`config.mk`:
```
export PLATFORM = sky130hd
export DESIGN_NAME = pcs_seq
export DESIGN_NICKNAME = d
export VERILOG_FILES = /design/src/rtl/pcs_pkg.sv /design/src/rtl/pcs_sync.sv /design/src/rtl/pcs_crc.sv /design/src/rtl/pcs_seq.sv
export VERILOG_INCLUDE_DIRS = /design/src /design/src/rtl
export SDC_FILE = /design/constraint.sdc
export NUM_CORES = 1
export LEC_CHECK = 0
export BUFFER_PORTS_ARGS = -buffer_cell sky130_fd_sc_hd__buf_2
export CORE_MARGIN = 8
export CORE_UTILIZATION = 24
export DETAILED_ROUTE_END_ITERATION = 10
export GPL_TIMING_DRIVEN = 0
export HOLD_SLACK_MARGIN = 0.03
export REMOVE_ABC_BUFFERS = 1
export SLEW_MARGIN = 20
export SYNTH_ARGS = -nofsm -noshare
export SYNTH_HDL_FRONTEND = slang
export SYNTH_HIERARCHICAL = 1
export SYNTH_SLANG_ARGS = --single-unit
export TNS_END_PERCENT = 5
```
`constraint.sdc`:
```
create_clock -name sys_clk_in -period 2.65 [get_ports sys_clk_in]
set_clock_uncertainty 0.05 [all_clocks]
set_input_delay 0.265 -clock sys_clk_in [delete_from_list [all_inputs] [get_ports sys_clk_in]]
set_output_delay 0.265 -clock sys_clk_in [all_outputs]
set_load 0.01 [all_outputs]
```
`src/rtl/pcs_defines.svh`:
```
// Constants for the power and configuration sequencer.
// Contract
// - Reference off forces reset monitor, PLLs, oscillator and differential buffers off.
// - Reference may be switched off only on the 1.2 V core variant.
// - Reset monitor may be disabled in standby; enabled monitor drop restarts configuration.
// - Oscillator can be off permanently, and separately off on standby entry.
// - PLL off statically or in standby, only after all its output clocks are low; the code waits for the clocks only on standby entry.
// - Per-bank run-time enables power differential buffers off or on.
// - Each primary clock net has its own run-time enable.
// - Each input buffer can be gated, including clock inputs during standby.
// - Valid core and configuration-bank supplies start download from the nonvolatile store.
// - User I/Os stay tri-stated from power-up until configuration completes.
// - User I/Os go to user logic only once user mode is entered.
// - In user mode, monitored core supply drop resets and returns to supply monitoring.
// - Reference off shuts the main reset monitor, keeps the low-power detector.
// - Five configuration sources: internal store, test port, master SPI, slave SPI, I2C.
// - After power-up, configuration is accepted through the selected serial port.
// - A selected configuration port stays active until the configuration cycle ends.
// - The test port may be activated any time after power-up by its command; the code accepts it only in user mode or after a CRC failure.
// - When enabled, a CRC check runs on entering user mode.
// - The 10 dual-function configuration pins act as GPIO when not configuring; the code frees them only in user mode and standby.
// - Security bits set refuse readback of both memories; unlocked or locked only.
// - Security bits clear only as part of a full device erase.
// - One-time-programmable mode rejects every erase or reprogram of protected memory.
// - Standby entered on request toggle or matching I2C or test-port instruction.
`ifndef PCS_DEFINES_SVH
`define PCS_DEFINES_SVH
`define PCS_DUAL_PINS      10
`define PCS_BANKS          4
`define PCS_CLK_NETS       8
`define PCS_IN_BUFS        8
`define PCS_PLLS           2
`define PCS_CRC_W          16
`define PCS_CRC_POLY       16'h1021
`define PCS_CRC_INIT       16'hFFFF
`define PCS_CLK_MHZ        100
`define PCS_STEP_NS        50
`define PCS_STEP_CYC       ((`PCS_STEP_NS * `PCS_CLK_MHZ) / 1000)
`define PCS_SRC_NV         3'h0
`define PCS_SRC_TEST       3'h1
`define PCS_SRC_MSPI       3'h2
`define PCS_SRC_SLAVE_SERIAL_CONFIG       3'h3
`define PCS_SRC_I2C        3'h4
`endif

```
`src/rtl/pcs_pkg.sv`:
```
// Types shared by the power and configuration sequencer.
package pcs_pkg;
  typedef enum logic [3:0] {
    PCS_ST_RESET   = 4'b0000,
    PCS_ST_MONITOR = 4'b0001,
    PCS_ST_CONFIG  = 4'b0010,
    PCS_ST_CRC     = 4'b0011,
    PCS_ST_USER    = 4'b0100,
    PCS_ST_SB_DOWN = 4'b0101,
    PCS_ST_STANDBY = 4'b0110,
    PCS_ST_SB_UP   = 4'b0111,
    PCS_ST_FAIL    = 4'b1000
  } pcs_state_t;
  typedef struct packed {
    logic ref_off;
    logic mon_off;
    logic osc_off;
    logic pll_off;
    logic diff_off;
    logic inbuf_off;
  } pcs_sb_sel_t;
  typedef struct packed {
    logic ref_on;
    logic mon_on;
    logic lp_det_on;
    logic osc_on;
  } pcs_analog_t;
endpackage

```
`src/rtl/pcs_sync.sv`:
```
// Two-flop synchroniser for asynchronous level inputs.
`timescale 1ns/100ps
`default_nettype none
module pcs_sync #(
  parameter int W = 1
) (
  input  wire logic         sys_clk_in,
  input  wire logic         rst_in,
  input  wire logic [W-1:0] d_in,
  output logic      [W-1:0] q_out
);
  logic [W-1:0] meta_ff;
  logic [W-1:0] q_ff;
  always_ff @(posedge sys_clk_in) begin
    if (rst_in) begin
      meta_ff <= '0;
      q_ff    <= '0;
    end else begin
      meta_ff <= d_in;
      q_ff    <= meta_ff;
    end
  end
  assign q_out = q_ff;
endmodule
`default_nettype wire

```
`src/rtl/pcs_crc.sv`:
```
// Serial CRC over the loaded configuration stream.
`timescale 1ns/100ps
`default_nettype none
`include "pcs_defines.svh"
module pcs_crc
  import pcs_pkg::*;
#(
  parameter int W = `PCS_CRC_W
) (
  input  wire logic         sys_clk_in,
  input  wire logic         rst_in,
  input  wire logic         clear_in,
  input  wire logic         bit_vld_in,
  input  wire logic         bit_in,
  output logic      [W-1:0] crc_out
);
  logic [W-1:0] crc_ff;
  logic [W-1:0] nxt_crc;
  initial begin
    if (W != 16) $error("pcs_crc supports only 16 bits");
  end
  always_comb begin
    nxt_crc = crc_ff;
    if (clear_in) begin
      nxt_crc = `PCS_CRC_INIT;
    end else if (bit_vld_in) begin
      nxt_crc = {crc_ff[W-2:0], 1'b0} ^ ((crc_ff[W-1] ^ bit_in) ? `PCS_CRC_POLY : 16'h0000);
    end
  end
  always_ff @(posedge sys_clk_in) begin
    if (rst_in) begin
      crc_ff <= `PCS_CRC_INIT;
    end else begin
      crc_ff <= nxt_crc;
    end
  end
  assign crc_out = crc_ff;
endmodule
`default_nettype wire

```
`src/rtl/pcs_seq.sv`:
```
// Power, standby, configuration and security sequencer.
`timescale 1ns/100ps
`default_nettype none
`include "pcs_defines.svh"
module pcs_seq
  import pcs_pkg::*;
#(
  parameter int BANKS   = `PCS_BANKS,
  parameter int NETS    = `PCS_CLK_NETS,
  parameter int INBUFS  = `PCS_IN_BUFS,
  parameter int PLLS    = `PCS_PLLS,
  parameter int DPINS   = `PCS_DUAL_PINS
) (
  // Clock and reset.
  input  wire logic              sys_clk_in,
  input  wire logic              rst_in,
  // Supply monitors and static options (pins, asynchronous).
  input  wire logic              core_ok_in,
  input  wire logic              cfgbank_ok_in,
  input  wire logic              lp_det_ok_in,
  input  wire logic              core_1v2_in,
  input  wire logic              mon_user_en_in,
  input  wire logic              crc_en_in,
  input  wire logic              osc_unused_in,
  input  wire logic [PLLS-1:0]   pll_unused_in,
  input  wire pcs_sb_sel_t       sb_sel_in,
  // Standby requests.
  input  wire logic              sb_req_tgl_in,
  input  wire logic              sb_cmd_i2c_in,
  input  wire logic              sb_cmd_test_in,
  input  wire logic              wake_in,
  // Run-time enables.
  input  wire logic [BANKS-1:0]  diff_bank_en_in,
  input  wire logic [NETS-1:0]   clk_net_en_in,
  input  wire logic [INBUFS-1:0] inbuf_en_in,
  input  wire logic [INBUFS-1:0] inbuf_is_clk_in,
  input  wire logic [PLLS-1:0]   pll_clk_low_in,
  // Configuration sources and stream.
  input  wire logic [2:0]        port_sel_in,
  input  wire logic              test_cmd_in,
  input  wire logic              cfg_bit_vld_in,
  input  wire logic              cfg_bit_in,
  input  wire logic              cfg_last_in,
  input  wire logic [`PCS_CRC_W-1:0] crc_exp_in,
  // Security requests.
  input  wire logic              sec_set_in,
  input  wire logic              otp_set_in,
  input  wire logic              erase_req_in,
  input  wire logic              prog_req_in,
  input  wire logic              readback_req_in,
  // Analog and power controls.
  output pcs_analog_t            analog_out,
  output logic [PLLS-1:0]        pll_pwr_out,
  output logic [BANKS-1:0]       diff_bank_pwr_out,
  output logic [NETS-1:0]        clk_net_en_out,
  output logic [INBUFS-1:0]      inbuf_en_out,
  // Configuration status.
  output pcs_state_t             state_out,
  output logic [2:0]             active_port_out,
  output logic                   crc_err_out,
  output logic                   io_user_out,
  output logic [DPINS-1:0]       dual_pin_gpio_out,
  // Security status.
  output logic                   locked_out,
  output logic                   otp_out,
  output logic                   readback_ok_out,
  output logic                   erase_ok_out,
  output logic                   prog_ok_out,
  output logic                   req_rejected_out
);
  localparam int STEP_CYC = `PCS_STEP_CYC < 1 ? 1 : `PCS_STEP_CYC;
  initial begin
    if (PLLS < 1 || BANKS < 1 || NETS < 1 || INBUFS < 1) $error("pcs_seq widths must be >= 1");
    if (DPINS != `PCS_DUAL_PINS) $error("pcs_seq needs 10 dual-function pins");
  end

  // Asynchronous pins pass two flops first, except pll_unused_in and sb_sel_in, which are used unsynchronised.
  logic [8:0] raw_s;
  logic [8:0] syn_s;
  assign raw_s = {core_ok_in, cfgbank_ok_in, lp_det_ok_in, core_1v2_in, mon_user_en_in,
                  crc_en_in, osc_unused_in, sb_req_tgl_in, wake_in};
  pcs_sync #(.W(9)) u_sync (
    .sys_clk_in (sys_clk_in),
    .rst_in     (rst_in),
    .d_in       (raw_s),
    .q_out      (syn_s)
  );
  logic core_ok_s, bank_ok_s, lp_ok_s, v12_s, mon_en_s, crc_en_s, osc_un_s, tgl_s, wake_s;
  assign {core_ok_s, bank_ok_s, lp_ok_s, v12_s, mon_en_s, crc_en_s, osc_un_s, tgl_s, wake_s}
    = syn_s;

  logic [PLLS-1:0] pll_low_s;
  pcs_sync #(.W(PLLS)) u_sync_pll (
    .sys_clk_in (sys_clk_in),
    .rst_in     (rst_in),
    .d_in       (pll_clk_low_in),
    .q_out      (pll_low_s)
  );

  // Sequencer state.
  pcs_state_t       state_ff, nxt_state;
  logic [2:0]       port_ff, nxt_port;
  logic             crc_err_ff, nxt_crc_err;
  logic             tgl_ff, nxt_tgl;
  pcs_sb_sel_t      sel_ff, nxt_sel;
  logic [2:0]       step_ff, nxt_step;
  logic [7:0]       cnt_ff, nxt_cnt;
  logic [PLLS-1:0]  pll_pwr_ff, nxt_pll_pwr;
  logic [`PCS_CRC_W-1:0] crc_val;
  logic             crc_clr;
  logic             sb_req;
  logic             drop;

  assign sb_req = (tgl_s != tgl_ff) || sb_cmd_i2c_in || sb_cmd_test_in;
  // Main monitor while it is on, low-power detector otherwise.
  assign drop = mon_en_s && (analog_out.mon_on ? !core_ok_s : !lp_ok_s);

  pcs_crc u_crc (
    .sys_clk_in (sys_clk_in),
    .rst_in     (rst_in),
    .clear_in   (crc_clr),
    .bit_vld_in (cfg_bit_vld_in && state_ff == PCS_ST_CONFIG),
    .bit_in     (cfg_bit_in),
    .crc_out    (crc_val)
  );
  // Every configuration cycle starts from a fresh seed, reconfigurations from user mode too.
  assign crc_clr = (state_ff != PCS_ST_CONFIG);

  always_comb begin
    nxt_state   = state_ff;
    nxt_port    = port_ff;
    nxt_crc_err = crc_err_ff;
    nxt_tgl     = tgl_s;
    nxt_sel     = sel_ff;
    nxt_step    = step_ff;
    nxt_cnt     = (cnt_ff == 8'h00) ? 8'h00 : cnt_ff - 8'h01;
    nxt_pll_pwr = pll_pwr_ff;
    case (state_ff)
      PCS_ST_RESET: begin
        nxt_state = PCS_ST_MONITOR;
      end
      PCS_ST_MONITOR: begin
        nxt_port = `PCS_SRC_NV;
        if (core_ok_s && bank_ok_s) begin
          nxt_state = PCS_ST_CONFIG;
          nxt_crc_err = 1'b0;
        end
      end
      PCS_ST_CONFIG: begin
        if (!core_ok_s || !bank_ok_s) begin
          nxt_state = PCS_ST_MONITOR;
        end else if (cfg_last_in) begin
          nxt_state = crc_en_s ? PCS_ST_CRC : PCS_ST_USER;
        end
      end
      PCS_ST_CRC: begin
        nxt_crc_err = (crc_val != crc_exp_in);
        nxt_state   = (crc_val != crc_exp_in) ? PCS_ST_FAIL : PCS_ST_USER;
      end
      PCS_ST_USER: begin
        nxt_pll_pwr = ~pll_unused_in;
        if (drop) begin
          nxt_state = PCS_ST_MONITOR;
        end else if (sb_req) begin
          nxt_sel          = sb_sel_in;
          nxt_sel.ref_off  = sb_sel_in.ref_off && v12_s;
          nxt_step  = 3'h0;
          nxt_cnt   = 8'(STEP_CYC);
          nxt_state = PCS_ST_SB_DOWN;
        end else if (port_sel_in != port_ff || test_cmd_in) begin
          // A new cycle starts only from monitor, user or fail state, so the port never changes mid-cycle.
          nxt_port  = test_cmd_in ? `PCS_SRC_TEST : port_sel_in;
          nxt_state = PCS_ST_CONFIG;
        end
      end
      PCS_ST_SB_DOWN: begin
        if (drop) begin
          nxt_state = PCS_ST_MONITOR;
        end else if (cnt_ff == 8'h00) begin
          if (step_ff == 3'h0 && (sel_ff.pll_off || sel_ff.ref_off)) begin
            // The PLL waits for every output clock to sit low before it drops power.
            if (&pll_low_s) begin
              nxt_pll_pwr = '0;
              nxt_step = 3'h1;
            end
          end else if (step_ff == 3'h3) begin
            nxt_state = PCS_ST_STANDBY;
          end else begin
            nxt_step = step_ff + 3'h1;
            nxt_cnt  = 8'(STEP_CYC);
          end
        end
      end
      PCS_ST_STANDBY: begin
        if (drop) begin
          nxt_state = PCS_ST_MONITOR;
        end else if (wake_s) begin
          nxt_cnt   = 8'(STEP_CYC);
          nxt_state = PCS_ST_SB_UP;
        end
      end
      PCS_ST_SB_UP: begin
        if (cnt_ff == 8'h00) begin
          if (step_ff == 3'h0) begin
            nxt_pll_pwr = ~pll_unused_in;
            nxt_sel     = '0;
            nxt_state   = PCS_ST_USER;
          end else begin
            nxt_step = step_ff - 3'h1;
            nxt_cnt  = 8'(STEP_CYC);
          end
        end
      end
      PCS_ST_FAIL: begin
        if (port_sel_in != port_ff || test_cmd_in) begin
          nxt_port  = test_cmd_in ? `PCS_SRC_TEST : port_sel_in;
          nxt_state = PCS_ST_CONFIG;
        end
      end
      default: begin
        nxt_state = PCS_ST_RESET;
      end
    endcase
  end

  always_ff @(posedge sys_clk_in) begin
    if (rst_in) begin
      state_ff   <= PCS_ST_RESET;
      port_ff    <= `PCS_SRC_NV;
      crc_err_ff <= 1'b0;
      tgl_ff     <= 1'b0;
      sel_ff     <= '0;
      step_ff    <= 3'h0;
      cnt_ff     <= 8'h00;
      pll_pwr_ff <= '0;
    end else begin
      state_ff   <= nxt_state;
      port_ff    <= nxt_port;
      crc_err_ff <= nxt_crc_err;
      tgl_ff     <= nxt_tgl;
      sel_ff     <= nxt_sel;
      step_ff    <= nxt_step;
      cnt_ff     <= nxt_cnt;
      pll_pwr_ff <= nxt_pll_pwr;
    end
  end

  // Security state; the lock bit is sticky until a permitted full erase, the OTP bit until reset.
  logic locked_ff, nxt_locked;
  logic otp_ff, nxt_otp;
  logic rej_ff, nxt_rej;
  logic ers_ok_ff, nxt_ers_ok;
  logic prg_ok_ff, nxt_prg_ok;
  logic rb_ok_ff, nxt_rb_ok;
  always_comb begin
    nxt_locked = locked_ff || sec_set_in;
    nxt_otp    = otp_ff || otp_set_in;
    nxt_ers_ok = erase_req_in && !otp_ff;
    nxt_prg_ok = prog_req_in && !otp_ff;
    nxt_rb_ok  = readback_req_in && !locked_ff;
    nxt_rej    = (otp_ff && (erase_req_in || prog_req_in)) || (locked_ff && readback_req_in);
    if (erase_req_in && !otp_ff && !sec_set_in) begin
      nxt_locked = 1'b0;
    end
  end
  always_ff @(posedge sys_clk_in) begin
    if (rst_in) begin
      locked_ff <= 1'b0;
      otp_ff    <= 1'b0;
      rej_ff    <= 1'b0;
      ers_ok_ff <= 1'b0;
      prg_ok_ff <= 1'b0;
      rb_ok_ff  <= 1'b0;
    end else begin
      locked_ff <= nxt_locked;
      otp_ff    <= nxt_otp;
      rej_ff    <= nxt_rej;
      ers_ok_ff <= nxt_ers_ok;
      prg_ok_ff <= nxt_prg_ok;
      rb_ok_ff  <= nxt_rb_ok;
    end
  end

  // Power outputs, registered so no glitch reaches the analog controls.
  pcs_analog_t       analog_ff, nxt_analog;
  logic [BANKS-1:0]  diff_ff, nxt_diff;
  logic [NETS-1:0]   net_ff, nxt_net;
  logic [INBUFS-1:0] inb_ff, nxt_inb;
  logic              in_sb;
  logic              user_ff, nxt_user;
  logic [DPINS-1:0]  gpio_ff, nxt_gpio;
  assign in_sb = (state_ff == PCS_ST_SB_DOWN || state_ff == PCS_ST_STANDBY ||
                  state_ff == PCS_ST_SB_UP);
  always_comb begin
    nxt_analog.ref_on    = !(in_sb && sel_ff.ref_off && step_ff >= 3'h3);
    nxt_analog.mon_on    = nxt_analog.ref_on && !(in_sb && sel_ff.mon_off && step_ff >= 3'h2);
    nxt_analog.lp_det_on = !nxt_analog.mon_on;
    nxt_analog.osc_on    = !osc_un_s && nxt_analog.ref_on &&
                           !(in_sb && sel_ff.osc_off && step_ff >= 3'h2);
    nxt_diff = (in_sb && (sel_ff.diff_off || sel_ff.ref_off) && step_ff >= 3'h1) ? '0 :
               diff_bank_en_in;
    nxt_net  = clk_net_en_in;
    nxt_inb  = inbuf_en_in & ~((in_sb && sel_ff.inbuf_off && step_ff >= 3'h1) ?
               inbuf_is_clk_in : '0);
    nxt_user = nxt_state inside {PCS_ST_USER, PCS_ST_SB_DOWN,
                                 PCS_ST_STANDBY, PCS_ST_SB_UP};
    nxt_gpio = (state_ff == PCS_ST_CONFIG && port_ff != `PCS_SRC_NV) ? '0 : {DPINS{nxt_user}};
  end
  always_ff @(posedge sys_clk_in) begin
    if (rst_in) begin
      analog_ff <= '{ref_on: 1'b1, mon_on: 1'b1, lp_det_on: 1'b0, osc_on: 1'b1};
      diff_ff   <= '0;
      net_ff    <= '0;
      inb_ff    <= '0;
      user_ff   <= 1'b0;
      gpio_ff   <= '0;
    end else begin
      analog_ff <= nxt_analog;
      diff_ff   <= nxt_diff;
      net_ff    <= nxt_net;
      inb_ff    <= nxt_inb;
      user_ff   <= nxt_user;
      gpio_ff   <= nxt_gpio;
    end
  end

  assign analog_out        = analog_ff;
  assign pll_pwr_out       = pll_pwr_ff & {PLLS{analog_ff.ref_on}};
  assign diff_bank_pwr_out = diff_ff & {BANKS{analog_ff.ref_on}};
  assign clk_net_en_out    = net_ff;
  assign inbuf_en_out      = inb_ff;
  assign state_out         = state_ff;
  assign active_port_out   = port_ff;
  assign crc_err_out       = crc_err_ff;
  assign io_user_out       = user_ff;
  assign dual_pin_gpio_out = gpio_ff;
  assign locked_out        = locked_ff;
  assign otp_out           = otp_ff;
  assign readback_ok_out   = rb_ok_ff;
  assign erase_ok_out      = ers_ok_ff;
  assign prog_ok_out       = prg_ok_ff;
  assign req_rejected_out  = rej_ff;
endmodule
`default_nettype wire

```
==> results of run 1 <==
-- report_power, final --
part	internal (mW)	switching [mW]
Combinational	0.272	0.270
Clock	0.644	0.576
Sequential	1.57	0.0721
Total	2.49	0.918
-- path summary, 6_finish.rpt --
| check | slack, ns | from | cells past startpoint | endpoint |
|---|---|---|---|---|
| worst max-delay path | 0.19 | active_port_out[2]$_SDFFE_PP0P_ | 5 | active_port_out[0]$_SDFFE_PP0P_ |
| worst min register to register | 0.38 | u_sync/meta_ff[3]$_SDFF_PP0_ | 1 | u_sync/q_out[3]$_SDFF_PP0_ |
| worst max register to register | 0.19 | active_port_out[2]$_SDFFE_PP0P_ | 5 | active_port_out[0]$_SDFFE_PP0P_ |
| worst min-delay path | 0.05 | inbuf_is_clk_in[6] | 2 | inbuf_en_out[6]$_SDFF_PP0_ |
-- repair_timing --
item                                    4_1_cts  5_1_grt
endpoints found under the setup margin        6       18
setup buffers                                 2        0
hold endpoints to repair                      7        0
hold buffers                                  7        0
resized for setup                             0        3
pin swaps                                     1        0
-- logic make-up (layout without fill, tap and decap cells) --
| kind of cell | Yosys count | count (layout) | share of synthesized area (%) |
|---|---|---|---|
| AND/OR/NAND/NOR | 197 | 197 | 25.35 |
| flip-flops | 98 | 98 | 46.16 |
| AO/OA/AOI/OAI | 69 | 69 | 9.921 |
| buffers and inverters | 39 | 164 | 4.946 |
| XOR/XNOR | 30 | 30 | 6.829 |
| multiplexers | 20 | 20 | 4.739 |
| adder cells (fa/ha/maj) | 7 | 7 | 2.061 |
-- layer usage --
layer  global-route usage, %  routed length (µm)
met1                   11.94                4926
met2                   15.29                5156
met3                   3.034                 654
met4                   3.584                 157
met5                       0                   0
-- final cells by class --
cell class	count	area [µm²]	share of cell area, %
clock buffers	11	232.7	4.329
clock inverters	5	40.04	0.7447
inverters	10	37.54	0.6982
multi-input cells	323	2088	38.84
flip-flops and latches	98	1963	36.51
well taps	225	281.5	5.236
repair buffers	138	733.2	13.64
-- Yosys cell counts (9+ instances only) --
library cell / count
dfxtp_1: 98
nand2_1: 55
nor2b_1: 31
a21oi_1: 30
nor2_1: 25
xnor2_1: 23
mux2i_1: 19
and2_1: 15
o21ai_0: 13
buf_4: 11
inv_1: 10
clkbuf_1: 9
-- worst max-delay path: stages, from the launching register on --
cell and delay, ns:
dfxtp_1 0.35, xor2_1 0.17, nor4_1 0.79, nor3_1 0.16, a211oi_2 0.45, mux2_2 0.38
-- registers in the layout, summed over array words and instances (netlist names), 2 cells and up --
| name | count |
|---|---|
| step_ff | 3 |
| sel_ff | 6 |
| state_out | 4 |
| clk_net_en_out | 8 |
| u_sync/meta_ff | 9 |
| u_sync/q_out | 9 |
| pll_pwr_ff | 2 |
| u_sync_pll/meta_ff | 2 |
| u_crc/crc_out | 16 |
| analog_out | 4 |
| active_port_out | 3 |
| diff_ff | 4 |
| cnt_ff | 8 |
| inbuf_en_out | 8 |
| u_sync_pll/q_out | 2 |
-- metrics by stage --
step,util (%),std cells,cell area [µm²],power [mW]
3_3_place_gp,28.94,785,5005,2.204
5_1_grt,31.08,810,5376,3.599
3_5_place_dp,28.94,785,5005,2.213
4_1_cts,31.00,810,5363,3.474
6_report,31.08,810,5376,3.405
2_1_floorplan,-,431,4078,2.038
-- cell usage in the layout (no fill, tap or decap), types with 8 or more instances in the layout --
| master | n |
|---|---|
| nor2b_1 | 31 |
| nand2_1 | 55 |
| buf_2 | 128 |
| and2_1 | 15 |
| nor3_1 | 8 |
| clkbuf_16 | 9 |
| xnor2_1 | 23 |
| nand2b_1 | 8 |
| a21oi_1 | 30 |
| dfxtp_1 | 97 |
| nor2_1 | 24 |
| inv_1 | 10 |
| o21ai_0 | 13 |
| mux2i_1 | 19 |
==> impl_metrics.ini, run 1 <==
[status]
status = complete, no violations

[sta]
slew_viol_final = 0
slew_headroom_pct = 38.25
rsz0062_at_grt = no
finalCriticalPeriod_ns = 2.461
worst_pin_slew_ns = 0.9178
setup-violations-final = 0
setup_tns_ns = 0
setup_ws_ns = 0.1886
hold_ws_ns = 0.04628
fin_crit_sh_pct = 92.88
fmax_mhz = 406.3
final_hold_viol_count = 0

[yosys]
yosys.area.top_type = dfxtp_1
async_reset_ff_share_pct = 0
synth-edff-count = 0
yosysSeqAreaShare_pct = 46.16
synth_seq_cells = 98
synth.area.top_cells = dfxtp_1 (46%), nand2_1 (4.9%), xnor2_1 (4.7%)
synth_cells = 460
synth_top_area_share_pct = 46.16
ys_types = 55
synth_area_per_cell_um2 = 9.240
ys_warn_count = 6
ys.flop_type = dfxtp_1
syn_area_um2 = 4250

[power_and_ir_drop]
p_leak_nw = 2.288
p_per_area_nw_per_um2 = 633.3
vdd_drop_max_mv = 0.3307

[global_route]
grt_pass1_vias = 3231
grtUsageTotal_pct = 9.615
grt_max_degree = 61
grt_pass1_wl_um = 16930
overflow = 0
antenna_found_initial = 0

[worst_setup_path]
critPathKind = flop to flop
crit_arrival_ns = 2.65
path_max_fanout = 4
required_ns = 2.83
critPathCaptureType = flop
crit_path_start_kind = flop

[clock_network]
cts.reportedPaths.clkPinSlew_ns = 0.07
numCtsBuffers = 9
numClockSinks = 98
clockRootBuffer = clkbuf_16
insertion_delay_ns = 0.35
htreeDepth = 3
clockBufferDepth = 2
cts_tree = yes

[floorplan]
ios = 130
die_height_um = 149.1
fp.dieW_um = 149.1
num_rows = 48
initial_core_util_pct = 24.57
core-area_um2 = 17300
die-area_um2 = 22220

[cells_and_area]
fillers = 1854
synthToLayoutAreaGrowth_pct = 26.49
drive_above_1_share_pct = 27.86
nNetsFinal = 666
antenna_cells = 0

[route]
wirelength_um = 10900
wl_per_cell_um = 13.45
first_pass_iters = 6
vias = 3421
postRouteAntennaNets = 0
dr.first_iter.drc_count = 142
viasPerCell = 4.223
drc = 0

[placement]
preCtsSetupSlack_ns = -0.2349
portBuffers = 129
hpwl_um = 8195
finalWeightedCongestion = 0.7984

[run]
drv_cap = 0

[min_path]
hp-class = input port to flop
Note: power is estimated with default switching activity, not from simulation.
==> inputs of run 2 (changes only) <==
- REMOVE_ABC_BUFFERS: 1 -> not set
==> impl_metrics.ini, run 2 (same netlist as run 1, synthesis figures left out) <==
[global_route]
grt_pass1_wl_um = 17570
grt_max_degree = 17
overflow = 0
antenna_found_initial = 0
grtUsageTotal_pct = 10.08
grt_pass1_vias = 3412

[worst_setup_path]
crit_path_start_kind = flop
critPathCaptureType = flop
crit_path_top_delay_cell = nor4_1
startpoint = active_port_out[2]$_SDFFE_PP0P_
crit_family = simple AND/OR/NAND/NOR gates
timing.rr.start = active_port_out[2]$_SDFFE_PP0P_
critPathKind = flop to flop
crit_buf_inv = 0
crit_chain = xor2_1, nor4_1, nor3_1, a211oi_2, mux2_2
required_ns = 2.84
crit_arrival_ns = 2.47
slowest_delay_ns = 0.64
path_max_fanout = 4

[cells_and_area]
largest_reg_flops = 16
layoutNonFillerInstCount = 837
final_common_cell = buf_2
seq_area_um2 = 1962
multi_input_area_um2 = 2078
drive_above_1_share_pct = 28.92
final_cell_mix = buf_2 (135), dfxtp_1 (98), nand2_1 (55)
fin_util_pct = 32.27
synthToLayoutAreaGrowth_pct = 31.32
stdcell_area_um2 = 5582
antenna_cells = 0
fillers = 1824
nNetsFinal = 694

[placement]
portBuffers = 129
place_inst = 814
placed_cell_area_um2 = 5177
hpwl_um = 8820
finalWeightedCongestion = 0.7973
preCtsSetupSlack_ns = 0.3768

[min_path]
min_from = diff_bank_en_in[3]
hp-class = input port to flop

[run]
drv_cap = 0

[sta]
finalCriticalPeriod_ns = 2.282
slew_headroom_pct = 51.37
rsz0062_at_grt = no
fin_crit_sh_pct = 86.12
hold_ws_ns = 0.05497
worst_pin_slew_ns = 0.7228
final_hold_viol_count = 0
setup_tns_ns = 0
setup-violations-final = 0
setup_ws_ns = 0.3679
slew_viol_final = 0
fmax_mhz = 438.2

[clock_network]
clockRootBuffer = clkbuf_16
cts_tree = yes
htreeDepth = 3
insertion_delay_ns = 0.35
clockBufferDepth = 2
numClockSinks = 98
cts_setup_buffers = 0
cts.reportedPaths.clkPinSlew_ns = 0.07
numCtsBuffers = 9
cts_resized = 0
ctsHoldBuffers = 8

[route]
postRouteAntennaNets = 0
first_pass_iters = 4
vias = 3499
dr.first_iter.drc_count = 193
wirelength_um = 11330
drc = 0
wl_per_cell_um = 13.54
viasPerCell = 4.180

[power_and_ir_drop]
p_leak_nw = 2.422
finalPower_mw = 3.630
vdd_drop_max_mv = 0.3153
p_per_area_nw_per_um2 = 650.3

[floorplan]
core-area_um2 = 17300
fp.dieW_um = 149.1
die-area_um2 = 22220
ios = 130
num_rows = 48
initial_core_util_pct = 24.57
die_height_um = 149.1

[yosys]
syn-num-nets = 546

[status]
status = complete, no violations
[run 2: final timing paths]
kind | to | slack, ns | cells after the start
worst max-delay path | active_port_out[0]$_SDFFE_PP0P_ | 0.37 | 5
worst min-delay path | diff_ff[3]$_SDFF_PP0_ | 0.05 | 2
worst max register to register | active_port_out[0]$_SDFFE_PP0P_ | 0.37 | 5
worst min register to register | u_sync/q_out[4]$_SDFF_PP0_ | 0.38 | 1
[run 2: area by class of cell]
type                            instances  area share [%]
Timing Repair Buffer                  137           13.00
Buffer                                 29           3.093
Inverter                               10          0.6725
Clock buffer                           10           4.282
Multi-Input combinational cell        323           37.23
Sequential cell                        98           35.15
Clock inverter                          5           1.524
Tap cell                              225           5.044
[run 2: metal layers]
| layer | part of all wire, % | vias up | GRT usage, % |
|---|---|---|---|
| li1 | - | 1849 | - |
| met1 | 44 | 1564 | 12.22 |
| met2 | 49 | 71 | 16.15 |
| met3 | 5.0 | 15 | 3.064 |
| met4 | 2.0 | 0 | 4.493 |
| met5 | 0 | - | 0 |
[run 2: worst reg2reg max path, cell delays in order (launching register included)]
cell and delay (ns):
dfxtp_1 0.34, xor2_1 0.17, nor4_1 0.64, nor3_1 0.16
a211oi_2 0.44, mux2_2 0.38
[run 2: where the power goes]
part	internal (mW)	leakage (nW)	switching [mW]
logic	0.284	1.46	0.282
registers	1.57	0.804	0.0698
clock network	0.854	0.156	0.569
